**src/uspc_pkg.sv**
```systemverilog
// Purpose: constants for the serial port control block
// Assumes: 8-bit register port, external baud tick at OVERSAMPLE x bit rate
// Notes: shared by top, transmitter and receiver
// How it works
// - frame length select 0 gives 8-bit frames, 1 gives 9-bit frames
// - 8-bit mode with filter: accept only when stop bit is 1
// - 9-bit mode with filter: accept only when ninth bit is 1
// - filter off: accept regardless of ninth or stop bit
// - receive only while receiver enable bit 4 is 1
// - 9-bit mode sends tx ninth bit as ninth bit; ignored in 8-bit
// - accepted frame loads rx ninth bit with stop bit or ninth bit
// - transmit done flag sets at start of stop bit
// - interrupt while transmit done set and enabled; only software clears it
// - receive done flag sets when stop bit of accepted byte is sampled
// - interrupt while receive done set and enabled; only software clears it
// - frame: start, eight data bits lsb first, optional ninth, stop
// - frame loads only if receive done is 0; otherwise discarded
// - data buffer write starts transmission; read returns receive latch
package uspc_pkg;
	// ----------------------------------------
	// register map
	// ----------------------------------------
	localparam int ADDR_W = 3;
	localparam logic [ADDR_W-1:0] ADDR_CTRL = 3'h0;
	localparam logic [ADDR_W-1:0] ADDR_DATA = 3'h1;
	localparam logic [ADDR_W-1:0] ADDR_STAT = 3'h2;
	localparam logic [ADDR_W-1:0] ADDR_MASK = 3'h3;
	localparam logic [7:0] CTRL_RESET = 8'h40;
	localparam int BIT_MODE = 7;
	localparam int BIT_RSV = 6;
	localparam int BIT_AFE = 5;
	localparam int BIT_REN = 4;
	localparam int BIT_TB8 = 3;
	localparam int BIT_RB8 = 2;
	localparam int BIT_TI = 1;
	localparam int BIT_RI = 0;
	// ----------------------------------------
	// event status / mask layout
	// ----------------------------------------
	localparam int EV_W = 3;
	localparam int EV_TX = 0;
	localparam int EV_RX = 1;
	localparam int EV_OVR = 2;
	// ----------------------------------------
	// framing
	// ----------------------------------------
	localparam int DATA_BITS = 8;
	localparam int OVERSAMPLE_DEF = 16;
endpackage

```
**src/uspc_rx.sv**
```systemverilog
// Purpose: serial receiver of the port
// Assumes: rx_in already synchronous to ref_clk
// Notes: dropping enable aborts a frame in progress
`timescale 1ns/1ps
module uspc_rx
	import uspc_pkg::*;
#(
	parameter int OVERSAMPLE = OVERSAMPLE_DEF
) (
	input wire logic ref_clk,
	input wire logic reset_n,
	input wire logic baud_tick,
	input wire logic enable,
	input wire logic nine_mode,
	input wire logic rx_in,
	output logic frame_valid,
	output logic [DATA_BITS-1:0] frame_data,
	output logic frame_ninth,
	output logic frame_stop
);
	localparam int CW = $clog2(OVERSAMPLE);
	localparam logic [CW-1:0] CNT_LAST = CW'(OVERSAMPLE - 1);
	localparam logic [CW-1:0] CNT_HALF = CW'(OVERSAMPLE / 2 - 1);
	localparam logic [2:0] IDX_LAST = 3'(DATA_BITS - 1);
	if (OVERSAMPLE < 4) begin : g_chk
		$error("uspc_rx: OVERSAMPLE below 4");
	end
	typedef enum logic [2:0] {RX_IDLE, RX_START, RX_DATA, RX_NINTH, RX_STOP} uspc_rx_t;
	uspc_rx_t state_r;
	logic [CW-1:0] cnt_r;
	logic [2:0] idx_r;
	logic [DATA_BITS-1:0] shift_r;
	logic nine_r;
	logic ninth_r;
	logic stop_r;
	logic valid_r;
	// half-bit offset into the start bit makes every later sample mid bit
	wire half_hit = baud_tick && (cnt_r == CNT_HALF);
	wire mid_hit = baud_tick && (cnt_r == CNT_LAST);
	assign frame_valid = valid_r;
	assign frame_data = shift_r;
	assign frame_ninth = ninth_r;
	assign frame_stop = stop_r;
	// ----------------------------------------
	// frame sampler
	// ----------------------------------------
	always_ff @(posedge ref_clk or negedge reset_n) begin
		if (!reset_n) begin
			state_r <= RX_IDLE;
			cnt_r <= '0;
			idx_r <= '0;
			shift_r <= '0;
			nine_r <= 1'b0;
			ninth_r <= 1'b0;
			stop_r <= 1'b0;
			valid_r <= 1'b0;
		end else begin
			valid_r <= 1'b0;
			if (state_r != RX_IDLE && baud_tick)
				cnt_r <= (mid_hit || (state_r == RX_START && half_hit)) ? '0 : cnt_r + 1'b1;
			if (!enable) begin
				state_r <= RX_IDLE;
			end else begin
				unique case (state_r)
					RX_IDLE: if (baud_tick && !rx_in) begin
						cnt_r <= '0;
						nine_r <= nine_mode;
						state_r <= RX_START;
					end
					RX_START: if (half_hit) begin
						idx_r <= '0;
						state_r <= rx_in ? RX_IDLE : RX_DATA; // glitch rejected
					end
					RX_DATA: if (mid_hit) begin
						shift_r <= {rx_in, shift_r[DATA_BITS-1:1]};
						idx_r <= idx_r + 1'b1;
						if (idx_r == IDX_LAST)
							state_r <= nine_r ? RX_NINTH : RX_STOP;
					end
					RX_NINTH: if (mid_hit) begin
						ninth_r <= rx_in;
						state_r <= RX_STOP;
					end
					RX_STOP: if (mid_hit) begin
						stop_r <= rx_in;
						valid_r <= 1'b1;
						state_r <= RX_IDLE;
					end
				endcase
			end
		end
	end
endmodule

```
**src/uspc_top.sv**
```systemverilog
// Purpose: control register, filtering and interrupt of the serial port
// Assumes: register strobes one cycle wide, never both at once
// Notes: read data valid only in the cycle after the read strobe
`timescale 1ns/1ps
module uspc_top
	import uspc_pkg::*;
#(
	parameter int OVERSAMPLE = OVERSAMPLE_DEF
) (
	input wire logic ref_clk,
	input wire logic reset_n,
	input wire logic [ADDR_W-1:0] reg_addr,
	input wire logic [7:0] reg_wdata,
	input wire logic reg_wr,
	input wire logic reg_rd,
	output logic [7:0] reg_rdata,
	input wire logic baud_tick,
	input wire logic rx_in,
	output logic tx_out,
	output logic irq
);
	// ----------------------------------------
	// state
	// ----------------------------------------
	logic mode_r;
	logic afe_r;
	logic ren_r;
	logic tb8_r;
	logic rb8_r;
	logic ti_r;
	logic ri_r;
	logic [DATA_BITS-1:0] rx_buf_r;
	logic [EV_W-1:0] stat_r;
	logic [EV_W-1:0] mask_r;
	logic [7:0] rdata_r;
	logic tx_busy;
	logic tx_done;
	logic frame_valid;
	logic [DATA_BITS-1:0] frame_data;
	logic frame_ninth;
	logic frame_stop;

	// ----------------------------------------
	// decode
	// ----------------------------------------
	wire wr_ctrl = reg_wr && (reg_addr == ADDR_CTRL);
	wire wr_data = reg_wr && (reg_addr == ADDR_DATA);
	wire wr_stat = reg_wr && (reg_addr == ADDR_STAT);
	wire wr_mask = reg_wr && (reg_addr == ADDR_MASK);
	// a write while the shifter is busy is dropped, not queued
	wire tx_start = wr_data && !tx_busy;

	// ----------------------------------------
	// receive acceptance
	// ----------------------------------------
	wire filt_bit = mode_r ? frame_ninth : frame_stop;
	wire filt_ok = !afe_r || filt_bit;
	wire accept = frame_valid && !ri_r && filt_ok;
	wire overrun = frame_valid && ri_r;
	wire rb8_in = mode_r ? frame_ninth : frame_stop;

	// ----------------------------------------
	// next values, set beats clear
	// ----------------------------------------
	wire ti_nxt = tx_done | (wr_ctrl ? reg_wdata[BIT_TI] : ti_r);
	wire ri_nxt = accept | (wr_ctrl ? reg_wdata[BIT_RI] : ri_r);
	wire rb8_nxt = accept ? rb8_in : (wr_ctrl ? reg_wdata[BIT_RB8] : rb8_r);
	wire [EV_W-1:0] events = {overrun, accept, tx_done};
	wire [EV_W-1:0] w1c = wr_stat ? reg_wdata[EV_W-1:0] : '0;
	wire [EV_W-1:0] stat_nxt = events | (stat_r & ~w1c);

	// ----------------------------------------
	// read mux
	// ----------------------------------------
	// bit 6 reads its reset value whatever software writes
	wire [7:0] ctrl_rd = {mode_r, CTRL_RESET[BIT_RSV], afe_r, ren_r, tb8_r, rb8_r, ti_r, ri_r};
	wire [7:0] rd_mux = (reg_addr == ADDR_CTRL) ? ctrl_rd :
		(reg_addr == ADDR_DATA) ? rx_buf_r :
		(reg_addr == ADDR_STAT) ? {{(8 - EV_W){1'b0}}, stat_r} :
		(reg_addr == ADDR_MASK) ? {{(8 - EV_W){1'b0}}, mask_r} : 8'h00;
	wire [7:0] rdata_nxt = reg_rd ? rd_mux : 8'h00;

	// ----------------------------------------
	// interrupt
	// ----------------------------------------
	// mask bits double as the port interrupt enables for the two flags
	wire flag_irq = (ti_r && mask_r[EV_TX]) || (ri_r && mask_r[EV_RX]);
	assign irq = flag_irq || |(stat_r & mask_r);
	assign reg_rdata = rdata_r;

	// ----------------------------------------
	// registers
	// ----------------------------------------
	always_ff @(posedge ref_clk or negedge reset_n) begin
		if (!reset_n) begin
			mode_r <= CTRL_RESET[BIT_MODE];
			afe_r <= CTRL_RESET[BIT_AFE];
			ren_r <= CTRL_RESET[BIT_REN];
			tb8_r <= CTRL_RESET[BIT_TB8];
		end else if (wr_ctrl) begin
			mode_r <= reg_wdata[BIT_MODE];
			afe_r <= reg_wdata[BIT_AFE];
			ren_r <= reg_wdata[BIT_REN];
			tb8_r <= reg_wdata[BIT_TB8];
		end
	end

	always_ff @(posedge ref_clk or negedge reset_n) begin
		if (!reset_n) begin
			rb8_r <= CTRL_RESET[BIT_RB8];
			ti_r <= CTRL_RESET[BIT_TI];
			ri_r <= CTRL_RESET[BIT_RI];
			stat_r <= '0;
			rdata_r <= 8'h00;
		end else begin
			rb8_r <= rb8_nxt;
			ti_r <= ti_nxt;
			ri_r <= ri_nxt;
			stat_r <= stat_nxt;
			rdata_r <= rdata_nxt;
		end
	end

	always_ff @(posedge ref_clk or negedge reset_n) begin
		if (!reset_n)
			rx_buf_r <= '0;
		else if (accept)
			rx_buf_r <= frame_data;
	end

	always_ff @(posedge ref_clk or negedge reset_n) begin
		if (!reset_n)
			mask_r <= '0;
		else if (wr_mask)
			mask_r <= reg_wdata[EV_W-1:0];
	end

	// ----------------------------------------
	// shifters
	// ----------------------------------------
	uspc_tx #(
		.OVERSAMPLE(OVERSAMPLE)
	) u_tx (
		.ref_clk(ref_clk),
		.reset_n(reset_n),
		.baud_tick(baud_tick),
		.start(tx_start),
		.data(reg_wdata),
		.nine_mode(mode_r),
		.ninth_bit(tb8_r),
		.busy(tx_busy),
		.done(tx_done),
		.tx_out(tx_out)
	);

	uspc_rx #(
		.OVERSAMPLE(OVERSAMPLE)
	) u_rx (
		.ref_clk(ref_clk),
		.reset_n(reset_n),
		.baud_tick(baud_tick),
		.enable(ren_r),
		.nine_mode(mode_r),
		.rx_in(rx_in),
		.frame_valid(frame_valid),
		.frame_data(frame_data),
		.frame_ninth(frame_ninth),
		.frame_stop(frame_stop)
	);
endmodule

```
**src/uspc_tx.sv**
```systemverilog
// Purpose: serial transmitter of the port
// Assumes: baud_tick is a one-cycle pulse at OVERSAMPLE x bit rate
// Notes: start ignored while busy
`timescale 1ns/1ps
module uspc_tx
	import uspc_pkg::*;
#(
	parameter int OVERSAMPLE = OVERSAMPLE_DEF
) (
	input wire logic ref_clk,
	input wire logic reset_n,
	input wire logic baud_tick,
	input wire logic start,
	input wire logic [DATA_BITS-1:0] data,
	input wire logic nine_mode,
	input wire logic ninth_bit,
	output logic busy,
	output logic done,
	output logic tx_out
);
	localparam int CW = $clog2(OVERSAMPLE);
	localparam logic [CW-1:0] CNT_LAST = CW'(OVERSAMPLE - 1);
	localparam logic [2:0] IDX_LAST = 3'(DATA_BITS - 1);
	if (OVERSAMPLE < 4) begin : g_chk
		$error("uspc_tx: OVERSAMPLE below 4");
	end
	typedef enum logic [2:0] {TX_IDLE, TX_START, TX_DATA, TX_NINTH, TX_STOP} uspc_tx_t;
	uspc_tx_t state_r;
	logic [CW-1:0] cnt_r;
	logic [2:0] idx_r;
	logic [DATA_BITS-1:0] shift_r;
	logic nine_r;
	logic line_r;
	logic done_r;
	wire bit_end = baud_tick && (cnt_r == CNT_LAST);
	assign busy = (state_r != TX_IDLE);
	assign done = done_r;
	assign tx_out = line_r;
	// ----------------------------------------
	// frame sequencer
	// ----------------------------------------
	always_ff @(posedge ref_clk or negedge reset_n) begin
		if (!reset_n) begin
			state_r <= TX_IDLE;
			cnt_r <= '0;
			idx_r <= '0;
			shift_r <= '0;
			nine_r <= 1'b0;
			line_r <= 1'b1;
			done_r <= 1'b0;
		end else begin
			done_r <= 1'b0;
			if (state_r != TX_IDLE && baud_tick)
				cnt_r <= bit_end ? '0 : cnt_r + 1'b1;
			unique case (state_r)
				TX_IDLE: if (start) begin
					shift_r <= data;
					nine_r <= nine_mode; // mode frozen per frame
					cnt_r <= '0;
					line_r <= 1'b0;
					state_r <= TX_START;
				end
				TX_START: if (bit_end) begin
					line_r <= shift_r[0];
					idx_r <= '0;
					state_r <= TX_DATA;
				end
				TX_DATA: if (bit_end) begin
					if (idx_r == IDX_LAST) begin
						line_r <= nine_r ? ninth_bit : 1'b1;
						done_r <= !nine_r;
						state_r <= nine_r ? TX_NINTH : TX_STOP;
					end else begin
						shift_r <= shift_r >> 1; // lsb first
						line_r <= shift_r[1];
						idx_r <= idx_r + 1'b1;
					end
				end
				TX_NINTH: if (bit_end) begin
					line_r <= 1'b1;
					done_r <= 1'b1;
					state_r <= TX_STOP;
				end
				TX_STOP: if (bit_end) state_r <= TX_IDLE;
			endcase
		end
	end
endmodule

```
**config.mk**
```make
export PLATFORM = sky130hd
export DESIGN_NAME = uspc_top
export DESIGN_NICKNAME = d
export VERILOG_FILES = /design/src/uspc_pkg.sv /design/src/uspc_rx.sv /design/src/uspc_top.sv /design/src/uspc_tx.sv
export SDC_FILE = /design/constraint.sdc
export NUM_CORES = 1
export LEC_CHECK = 0
export ABC_AREA = 1
export BUFFER_PORTS_ARGS = -buffer_cell sky130_fd_sc_hd__buf_2
export CORE_MARGIN = 8
export CORE_UTILIZATION = 54
export CTS_CLUSTER_SIZE = 20
export DETAILED_ROUTE_END_ITERATION = 10
export PLACE_DENSITY = 0.86
export SYNTH_ARGS = -nofsm -noshare
export SYNTH_HDL_FRONTEND = slang
export SYNTH_SLANG_ARGS = --single-unit
```
**constraint.sdc**
```tcl
create_clock -name ref_clk -period 1.48 [get_ports ref_clk]
set_input_delay 0.148 -clock ref_clk [delete_from_list [all_inputs] [get_ports ref_clk]]
set_output_delay 0.148 -clock ref_clk [all_outputs]
set_load 0.02 [all_outputs]
```
* Word-level counts from Yosys, hierarchy flattened *
Index checks and enable logic that the tools add are counted.

storage, ports and cells
  register bits = 72

cells by class
  equal/unequal tests = 31
  reduce and logical (&&, ||, !) cells = 48
  multiplexer cells = 62
  $add $sub $neg = 4
  bitwise operators = 6

operators by type and width
  kind                                                  number
  2-to-1 mux 3 bit                                      22
  2-to-1 mux 8 bit                                      6
  2-to-1 mux 4 bit                                      9
  one-hot mux 3 bit (5 select lines)                    2
  equality test 3 x 2 -> 1 bit (second input constant)  6
  != test 3 x 2 -> 1 bit (second input constant)        6
  logical AND 1 bit                                     17
  2-to-1 mux 1 bit                                      17
  one-hot mux 8 bit (2 select lines)                    1
  != test 2 x 1 -> 1 bit (second input constant)        7
  equality test 3 bit (second input constant)           4
  one-hot mux 3 bit (2 select lines)                    2
  AND reduction 3 bit                                   4
  AND reduction 4 bit                                   3
  AND reduction 6 bit                                   2
  equality test 3 x 1 -> 1 bit (second input constant)  3
  zero test 3 bit                                       3
  adder 4 x 1 -> 4 bit (second input constant)          2
  equality test 4 bit (second input constant)           2
  nonzero test 2 bit                                    4
  adder 3 x 1 -> 3 bit (second input constant)          2
  bitwise AND 3 bit                                     2
  nonzero test 3 bit                                    2
  zero test 1 bit                                       5
  other kinds (13)                                      18

* Longest topological paths before layout *
Gate-level depths: netlist (run 1).

  depth in word-level cells = 9
  gate-level depth with buffers = 10
  gate-level depth less buffers = 10

* Cells and area by module *
A second synthesis (run 1) with hierarchy kept.

second synthesis, totals
  cells, all modules = 489
  area, all modules = 3907.5 um^2

modules (own cells, without submodules)
  module    times used  cells each  area an instance (um^2)
  uspc_top  1           170         1412.6
  uspc_rx   1           151         1271.2
  uspc_tx   1           168         1223.7

* Worst setup path before layout (run 1) *
Ideal clock, no wire load.

  path type = register -> register
  start = register u_tx.idx_r[0]
  end = register u_tx.shift_r[5]
  required time = 1.357 ns
  path slack = 0.024 ns
  library setup time = 0.123 ns
  cell stages (with the launch flop) = 10
  arrival = 1.332 ns
  cells stage by stage = dfrtp_1 ha_1 ha_1 nor2_4 inv_2 nand2_4 nand2_4 buf_8 nand2_2 o21ai_2

between the ends
  word-level cells in the longest chain between the ends = 3

ends and longest elaborated chain
  element                               line           source
  from (decl)                           uspc_tx.sv:30  logic [2:0] idx_r;
  from (signal assigned)                uspc_tx.sv:76  idx_r <= idx_r + 1'b1;
  equality test 3 bit                   uspc_tx.sv:69  if (idx_r == IDX_LAST) begin
  != test 2 bit (no source line)        --
  AND reduction 4 bit (no source line)  --
  to (signal assigned)                  uspc_tx.sv:57  shift_r <= data;
  to (signal assigned)                  uspc_tx.sv:74  shift_r <= shift_r >> 1;
  to (decl)                             uspc_tx.sv:31  logic [DATA_BITS-1:0] shift_r;

No other way between the ends.
A chain may end at the register's enable or synchronous reset.

* Worst setup path in the final report (run 1) *
  start = register u_tx.idx_r[0]
  end = register u_tx.idx_r[2]

between the ends
  word-level cells in the longest chain between the ends = 4
  elaborated cells between the ends (all ways) = 7

ends and longest elaborated chain
  element                             line           source
  adder 3 x 1 -> 3 bit                uspc_tx.sv:76
  2-to-1 mux 3 bit                    uspc_tx.sv:69
  2-to-1 mux 3 bit                    uspc_tx.sv:68  TX_DATA: if (bit_end) begin
  one-hot mux 3 bit (2 select lines)  uspc_tx.sv:55  unique case (state_r)

Parallel ways exist; a longest one is shown, timed or not. The select of a mux whose other input is x is not followed.

==> summary.md, run 1 <==
| Metric | Value |
|---|---|
| Status | finished, final reports clean |
| WHS Path Cells | 3 |
| DP HPWL | 5.273 mm |
| Crit path time final | 1.465 ns |
| Die height | 97.86 um |
| Final hold violations | 0 |
| Mapped Cells | 449 |
| NetSw | 2.556 mW |
| FF/Latch Area | 1803 sq um |
| Crit share post-route | 0.9902 |
| Synthesized area per cell | 8.059 sq um |
| Worst-Margin Slew | 0.3701 ns |
| Initial DRC count | 156 |
| Fin Hold WS | 0.02823 ns |
| Setup violators final | 0 |
| Ys async rst share | 1.000 |
| LEAKAGE | 2.143 nW |
| Fraction of layout cells with a size suffix above 1 | 0.2302 |
| VDD IR-drop max | 0.0008458 V |
| Clk sinks | 72 |
| Vias in the first global route | 3,011 |
| RSZ-0062 raised after global routing | yes |
| Fin cells | 584 |
| Wire per inst | 13.82 um |
| Yosys warning count | 0 |
| Root buf cell | clkbuf_8 |
| Worst Path Required | 1.73 ns |
| Worst Setup Path Type | flop to flop |
| Clk_lat worst skew | 0.35 ns |
| Ant diodes | 0 |
| Sequential area share after synthesis | 0.4983 |
| PnR worst setup slack | 0.01454 ns |
| Reg-to-reg slack, setup | 0.01 ns |
| CP peak stage delay | 0.41 ns |
| Logic gate share of total power | 0.338 |
| Vias per inst | 5.353 |
| Yosys cell types | 31 |
| Clk buf depth | 2 |
| Worst hold endpoint | tb8_r |
| CTS tree | done |
| Pins Over Slew Limit | 0 |
| Largest net degree at the start of global routing | 73 |
| FF-to-FF Start | u_tx.idx_r[0] |
| Worst setup SP type | flop |
| Slowest CP cell | dfrtp_1 |
| Routed WL | 8.069 mm |
| Power share of the sequential group | 0.406 |
| Via count | 3,126 |
| Overall Global Routing Usage | 0.1697 |
| I/O pins | 27 |
| Max cap viols | 0 |
| Total power | 6.768 mW |
| Initial antenna violation count | 0 |
| Final GP Congestion | 0.9159 |
| First drt pass iteration count | 4 |
| Worst hold start | reg_wdata[3] |
| First-pass GRT wire length | 13.30 mm |
| Core area | 6644 sq um |
| Placed cells | 556 |
| Area Growth Syn to Fin | 17.70% |
| Ys flop type | dfrtp_1 |
| Hold Crit Class | primary input to flop |
| PD cells | 1589 nW/um^2 |
| Post-Syn Nets | 472 |
| Post-synthesis register bit count | 72 |
| Die Width | 97.86 um |
| Cell breakdown of the critical path | ha_2, ha_2, nor2_4, inv_2, nand2_1, nand2_2, o21ai_0 |
| Initial Utilization | 0.5446 |
| CP arrival | 1.72 ns |
| Switching share of total power | 0.3777 |
| CTS H-tree depth | 3 |
| R2r endpoint | u_tx.idx_r[2] |
| Post-synth EDFFs | 0 |
| Inserted Clock Buffers | 9 |
| Dpl ws | -0.02614 ns |
| Worst path most repeated cell | ha_2 |
| Die Area | 9577 sq um |
| Pint | 4.212 mW |
| Crit-path max FO | 6 |
| Clock power frac | 0.256 |
| Synthesized area | 3618 sq um |
| Site Rows | 30 |
| Area of the multi-input gates | 1649 sq um |
| Max Clock Skew | 0.01124 ns |
| # DRC | 0 |
| ANT nets after route | 0 |
| GR Overflow Total | 0 |
| Worst Reg-to-Reg Cells | 7 |
| Setup crit end kind | flop |
| Post-layout net count | 522 |
| Fmax | 682.4 MHz |
| I/O Buffers | 26 |
| Relative slew slack | 0.7533 |
| Fill cells | 502 |
| Clock transition at the registers of the reported paths | 0.08 ns |
-- cells in the mapped netlist, drive strengths merged (3+ instances only) --
cell | instances | area share
or2 | 6 | 0.010
o21ai | 63 | 0.095
a31oi | 3 | 0.0052
nand3 | 19 | 0.030
buf | 5 | 0.0097
nand4 | 3 | 0.0052
nor2 | 38 | 0.057
dfrtp | 71 | 0.49
o211ai | 3 | 0.0062
nor3 | 3 | 0.0055
inv | 53 | 0.056
nand2 | 154 | 0.17
ha | 6 | 0.021
a21oi | 17 | 0.024
-- cells by family (layout without fill, tap and decap cells) --
| kind of cell | Yosys count | after routing | synth area share |
|---|---|---|---|
| xor gates and xnor gates | 1 | 1 | 0.002421 |
| AOI/OAI and AO/OA | 88 | 88 | 0.1345 |
| DFF | 72 | 72 | 0.4983 |
| adders and majority gates | 6 | 6 | 0.02075 |
| and+or+nand+nor | 224 | 224 | 0.2787 |
| buffers and inverters | 58 | 113 | 0.06535 |
-- cells in the final DEF, fill, tap and decap left out, drive strengths merged, types with 2 or more instances in the layout --
cell type  Yosys  layout
bufinv         0       2
nor2          38      38
nand3         19      19
nor3           3       3
o21ai         63      63
a21oi         17      17
ha             6       6
nand2        154     154
clkbuf         0      10
dfrtp         71      71
inv           53      53
a31oi          3       3
o211ai         3       3
or2            6       6
buf            5      43
nand4          3       3
clkinv         0       3
-- sequential cells by signal, summed over array words and instances, names as in the netlist, 3 cells and up --
name and count:
reg_rdata 8, rx_buf_r 8, u_rx.frame_data 8, u_tx.shift_r 8, u_rx.cnt_r 4, u_tx.cnt_r 4, mask_r 3, stat_r 3
u_rx.idx_r 3, u_rx.state_r 3, u_tx.idx_r 3, u_tx.state_r 3
-- critical path, delay by kind of cell (launching register included) --
family | cells | cell delay [ns]
AOI/OAI and AO/OA | 1 | 0.23
adders and majority gates | 2 | 0.39
buffers and inverters | 1 | 0.06
DFF | 1 | 0.41
and+or+nand+nor | 3 | 0.28
-- routing by layer --
metal,track usage,part of all wire
met5,0,0
met4,0.1091,0.034
met3,0.03485,0.046
met2,0.2824,0.49
met1,0.1951,0.43
-- layout make-up --
type / count / area share
clock buffers: 10 / 0.02996
clock inverters: 6 / 0.02203
inverters: 53 / 0.04730
multi-input cells: 319 / 0.3872
flip-flops and latches: 72 / 0.4233
well taps: 80 / 0.02350
repair buffers: 44 / 0.06669
-- repair_timing --
item	CTS	global route
resized for setup	4	24
endpoints found under the hold margin	71	0
pin swaps	0	12
setup endpoints to repair	16	38
buffers inserted	0	11
hold buffers	1	0
-- power groups by stage --
stage	logic (mW)	registers, mW	clock network (mW)
after detailed placement	2.02	2.75	0
after CTS	2.06	2.71	1.76
after global routing	2.61	2.79	1.84
after global placement	1.95	2.73	0
after floorplan	1.60	2.69	0
final	2.29	2.75	1.73
-- through the flow --
stage	utilization	setup TNS, ns	area, sq um
after floorplan	-	0	3618
after global placement	0.5827	0	3871
after detailed placement	0.5827	-0.1431	3871
after CTS	0.6198	0	4118
after global routing	0.6411	-0.6243	4259
final	0.6411	0	4259
-- worst max path at each step --
stage | from | to | slack [ns] | cells after the start
after detailed placement | u_tx.idx_r[0] | u_tx.shift_r[2] | -0.03 | 8
final | u_tx.idx_r[0] | u_tx.idx_r[2] | 0.01 | 7
after global placement | u_tx.idx_r[0] | u_tx.shift_r[2] | 0.02 | 8
after global routing | u_rx.cnt_r[0] | u_rx.state_r[0] | -0.07 | 10
after floorplan | u_tx.idx_r[0] | u_tx.shift_r[5] | 0.02 | 9
after CTS | mode_r | rx_buf_r[1] | 0.003 | 8
No activity file was read; power rests on OpenSTA's default activity.
==> run 2, diff against run 1 <==
Settings changed: BUFFER_PORTS_ARGS -buffer_cell sky130_fd_sc_hd__buf_2 to -buffer_cell sky130_fd_sc_hd__clkbuf_2, CELL_PAD_IN_SITES_DETAIL_PLACEMENT set to 0, CELL_PAD_IN_SITES_GLOBAL_PLACEMENT set to 1, CORE_UTILIZATION 54 to 41.
==> run 2 against run 1 <==
Against the previous run:
- sequential share of layout area decreased by 0.54 points
- flip-flop and latch count unchanged
- die area increased by 26%
- worst setup slack improved by 0.061 ns
- combinational power about the same
- highest routed layer unchanged
==> summary.md, run 2 (synthesis gave the netlist of run 1 again) <==
| Metric | Value |
|---|---|
| Relative slew slack | 0.7384 |
| Dpl ws | -0.02160 ns |
| Ant diodes | 0 |
| Total power | 7.004 mW |
| Setup violators final | 0 |
| Die Width | 109.9 um |
| Clk sinks | 72 |
| First-pass GRT wire length | 13.45 mm |
| CTS H-tree depth | 3 |
| Worst hold endpoint | tb8_r |
| RSZ-0062 raised after global routing | yes |
| Max Clock Skew | 0.01281 ns |
| Worst Reg-to-Reg Cells | 8 |
| Vias per inst | 4.972 |
| GR Overflow Total | 0 |
| I/O pins | 27 |
| Inserted Clock Buffers | 9 |
| # DRC | 0 |
| Commonest non-fill, non-tap cells in the layout | nand2_1, dfrtp_1, o21ai_0, inv_1, nor2_1 |
| Clock transition at the registers of the reported paths | 0.09 ns |
| Initial Utilization | 0.4190 |
| TNS Setup | 0 ns |
| Worst setup SP type | flop |
| Wire per inst | 12.84 um |
| Fmax | 712.0 MHz |
| Crit share post-route | 0.9490 |
| CTS tree | done |
| Vias in the first global route | 2,960 |
| Clk buf depth | 2 |
| I/O Buffers | 26 |
| ANT nets after route | 0 |
| Placed cells | 588 |
| Worst Path Required | 1.72 ns |
| Post-layout net count | 521 |
| Die Area | 12,090 sq um |
| Setup crit end kind | flop |
| Initial DRC count | 228 |
| LEAKAGE | 2.147 nW |
| WHS Path Cells | 3 |
| DP HPWL | 5.632 mm |
| CP arrival | 1.64 ns |
| Fraction of layout cells with a size suffix above 1 | 0.2346 |
| Initial antenna violation count | 0 |
| Core area | 8636 sq um |
| Die height | 109.9 um |
| Most common cell after layout, fill and taps aside | nand2_1 |
| Routed WL | 7.844 mm |
| FF-to-FF Start | u_tx.idx_r[0] |
| Final GP Congestion | 0.8828 |
| VDD IR-drop max | 0.0006742 V |
| Pins Over Slew Limit | 0 |
| Status | finished, final reports clean |
| Largest net degree at the start of global routing | 73 |
| Fin cells | 611 |
| Crit-path max FO | 8 |
| Site Rows | 34 |
| Worst-Margin Slew | 0.3924 ns |
| Root buf cell | clkbuf_8 |
| Reg-to-reg slack, setup | 0.08 ns |
| First drt pass iteration count | 4 |
| Fill cells | 852 |
| PnR worst setup slack | 0.07541 ns |
| Clk_lat worst skew | 0.35 ns |
| R2r endpoint | u_tx.shift_r[4] |
| PD cells | 1623 nW/um^2 |
| Crit path time final | 1.405 ns |
| Overall Global Routing Usage | 0.1389 |
| Area Growth Syn to Fin | 19.23% |
| Worst hold start | reg_wdata[3] |
| Worst Setup Path Type | flop to flop |
| Final hold violations | 0 |
| Max cap viols | 0 |
| Hold Crit Class | primary input to flop |
| Via count | 3,038 |
-- run 2: metrics by stage --
stage | hold WS (ns) | area, sq um | util
finish | 0.03288 | 4314 | 0.4996
CTS | 0.02520 | 4210 | 0.4875
global placement | 0.2112 | 3936 | 0.4558
detailed placement | 0.2065 | 3936 | 0.4558
global route | 0.03783 | 4314 | 0.4996
floorplan | -0.1476 | 3618 | -
-- run 2: timing repair --
item,CTS,global route
pin swaps,1,10
setup buffers,0,5
endpoints found under the setup margin,12,31
cloned,0,1
resized for setup,4,23
hold buffers,1,0
hold endpoints to repair,71,0
-- run 2: cell type report --
type,count,area (sq um),share of cell area
sequential,72,1803,0.4179
clock inverter,6,115.1,0.02668
inverter,53,201.4,0.04669
timing repair buffer,42,265.3,0.06148
clock buffer,10,137.6,0.03190
multi-input combinational,320,1657,0.3840
tap,108,135.1,0.03132
-- run 2: how the worst max path moves through the flow --
stage / start / to / slack (ns) / depth (start not counted)
6_report: u_tx.idx_r[0] / u_tx.shift_r[4] / 0.08 / 8
2_1_floorplan: u_tx.idx_r[0] / u_tx.shift_r[5] / 0.02 / 9
3_3_place_gp: u_tx.idx_r[0] / u_tx.shift_r[2] / 0.03 / 8
5_1_grt: u_rx.cnt_r[0] / u_rx.state_r[2] / -0.03 / 9
4_1_cts: u_tx.cnt_r[0] / u_tx.state_r[1] / 0.006 / 7
3_5_place_dp: u_tx.idx_r[0] / u_tx.shift_r[1] / -0.02 / 8
-- run 2: critical path: stages (launching register included) --
cell and delay (ns):
dfrtp_1 0.40, ha_2 0.19, ha_2 0.20, nor2_4 0.12, inv_2 0.07, nand2_4 0.12, nand2_8 0.09, nand2_1 0.08
o21ai_2 0.05
-- run 2: layer usage --
metal	routed length (um)	vias up	global-route usage
met4	137	0	0.05689
li1	-	1540	-
met3	402	12	0.02345
met1	3514	1418	0.1748
met2	3789	68	0.2312
met5	0	-	0
-- run 2: report_power, final --
group          switching (mW)  internal, mW
sequential              0.350          2.37
combinational            1.44         0.884
clock                   0.785          1.18
total                    2.57          4.43
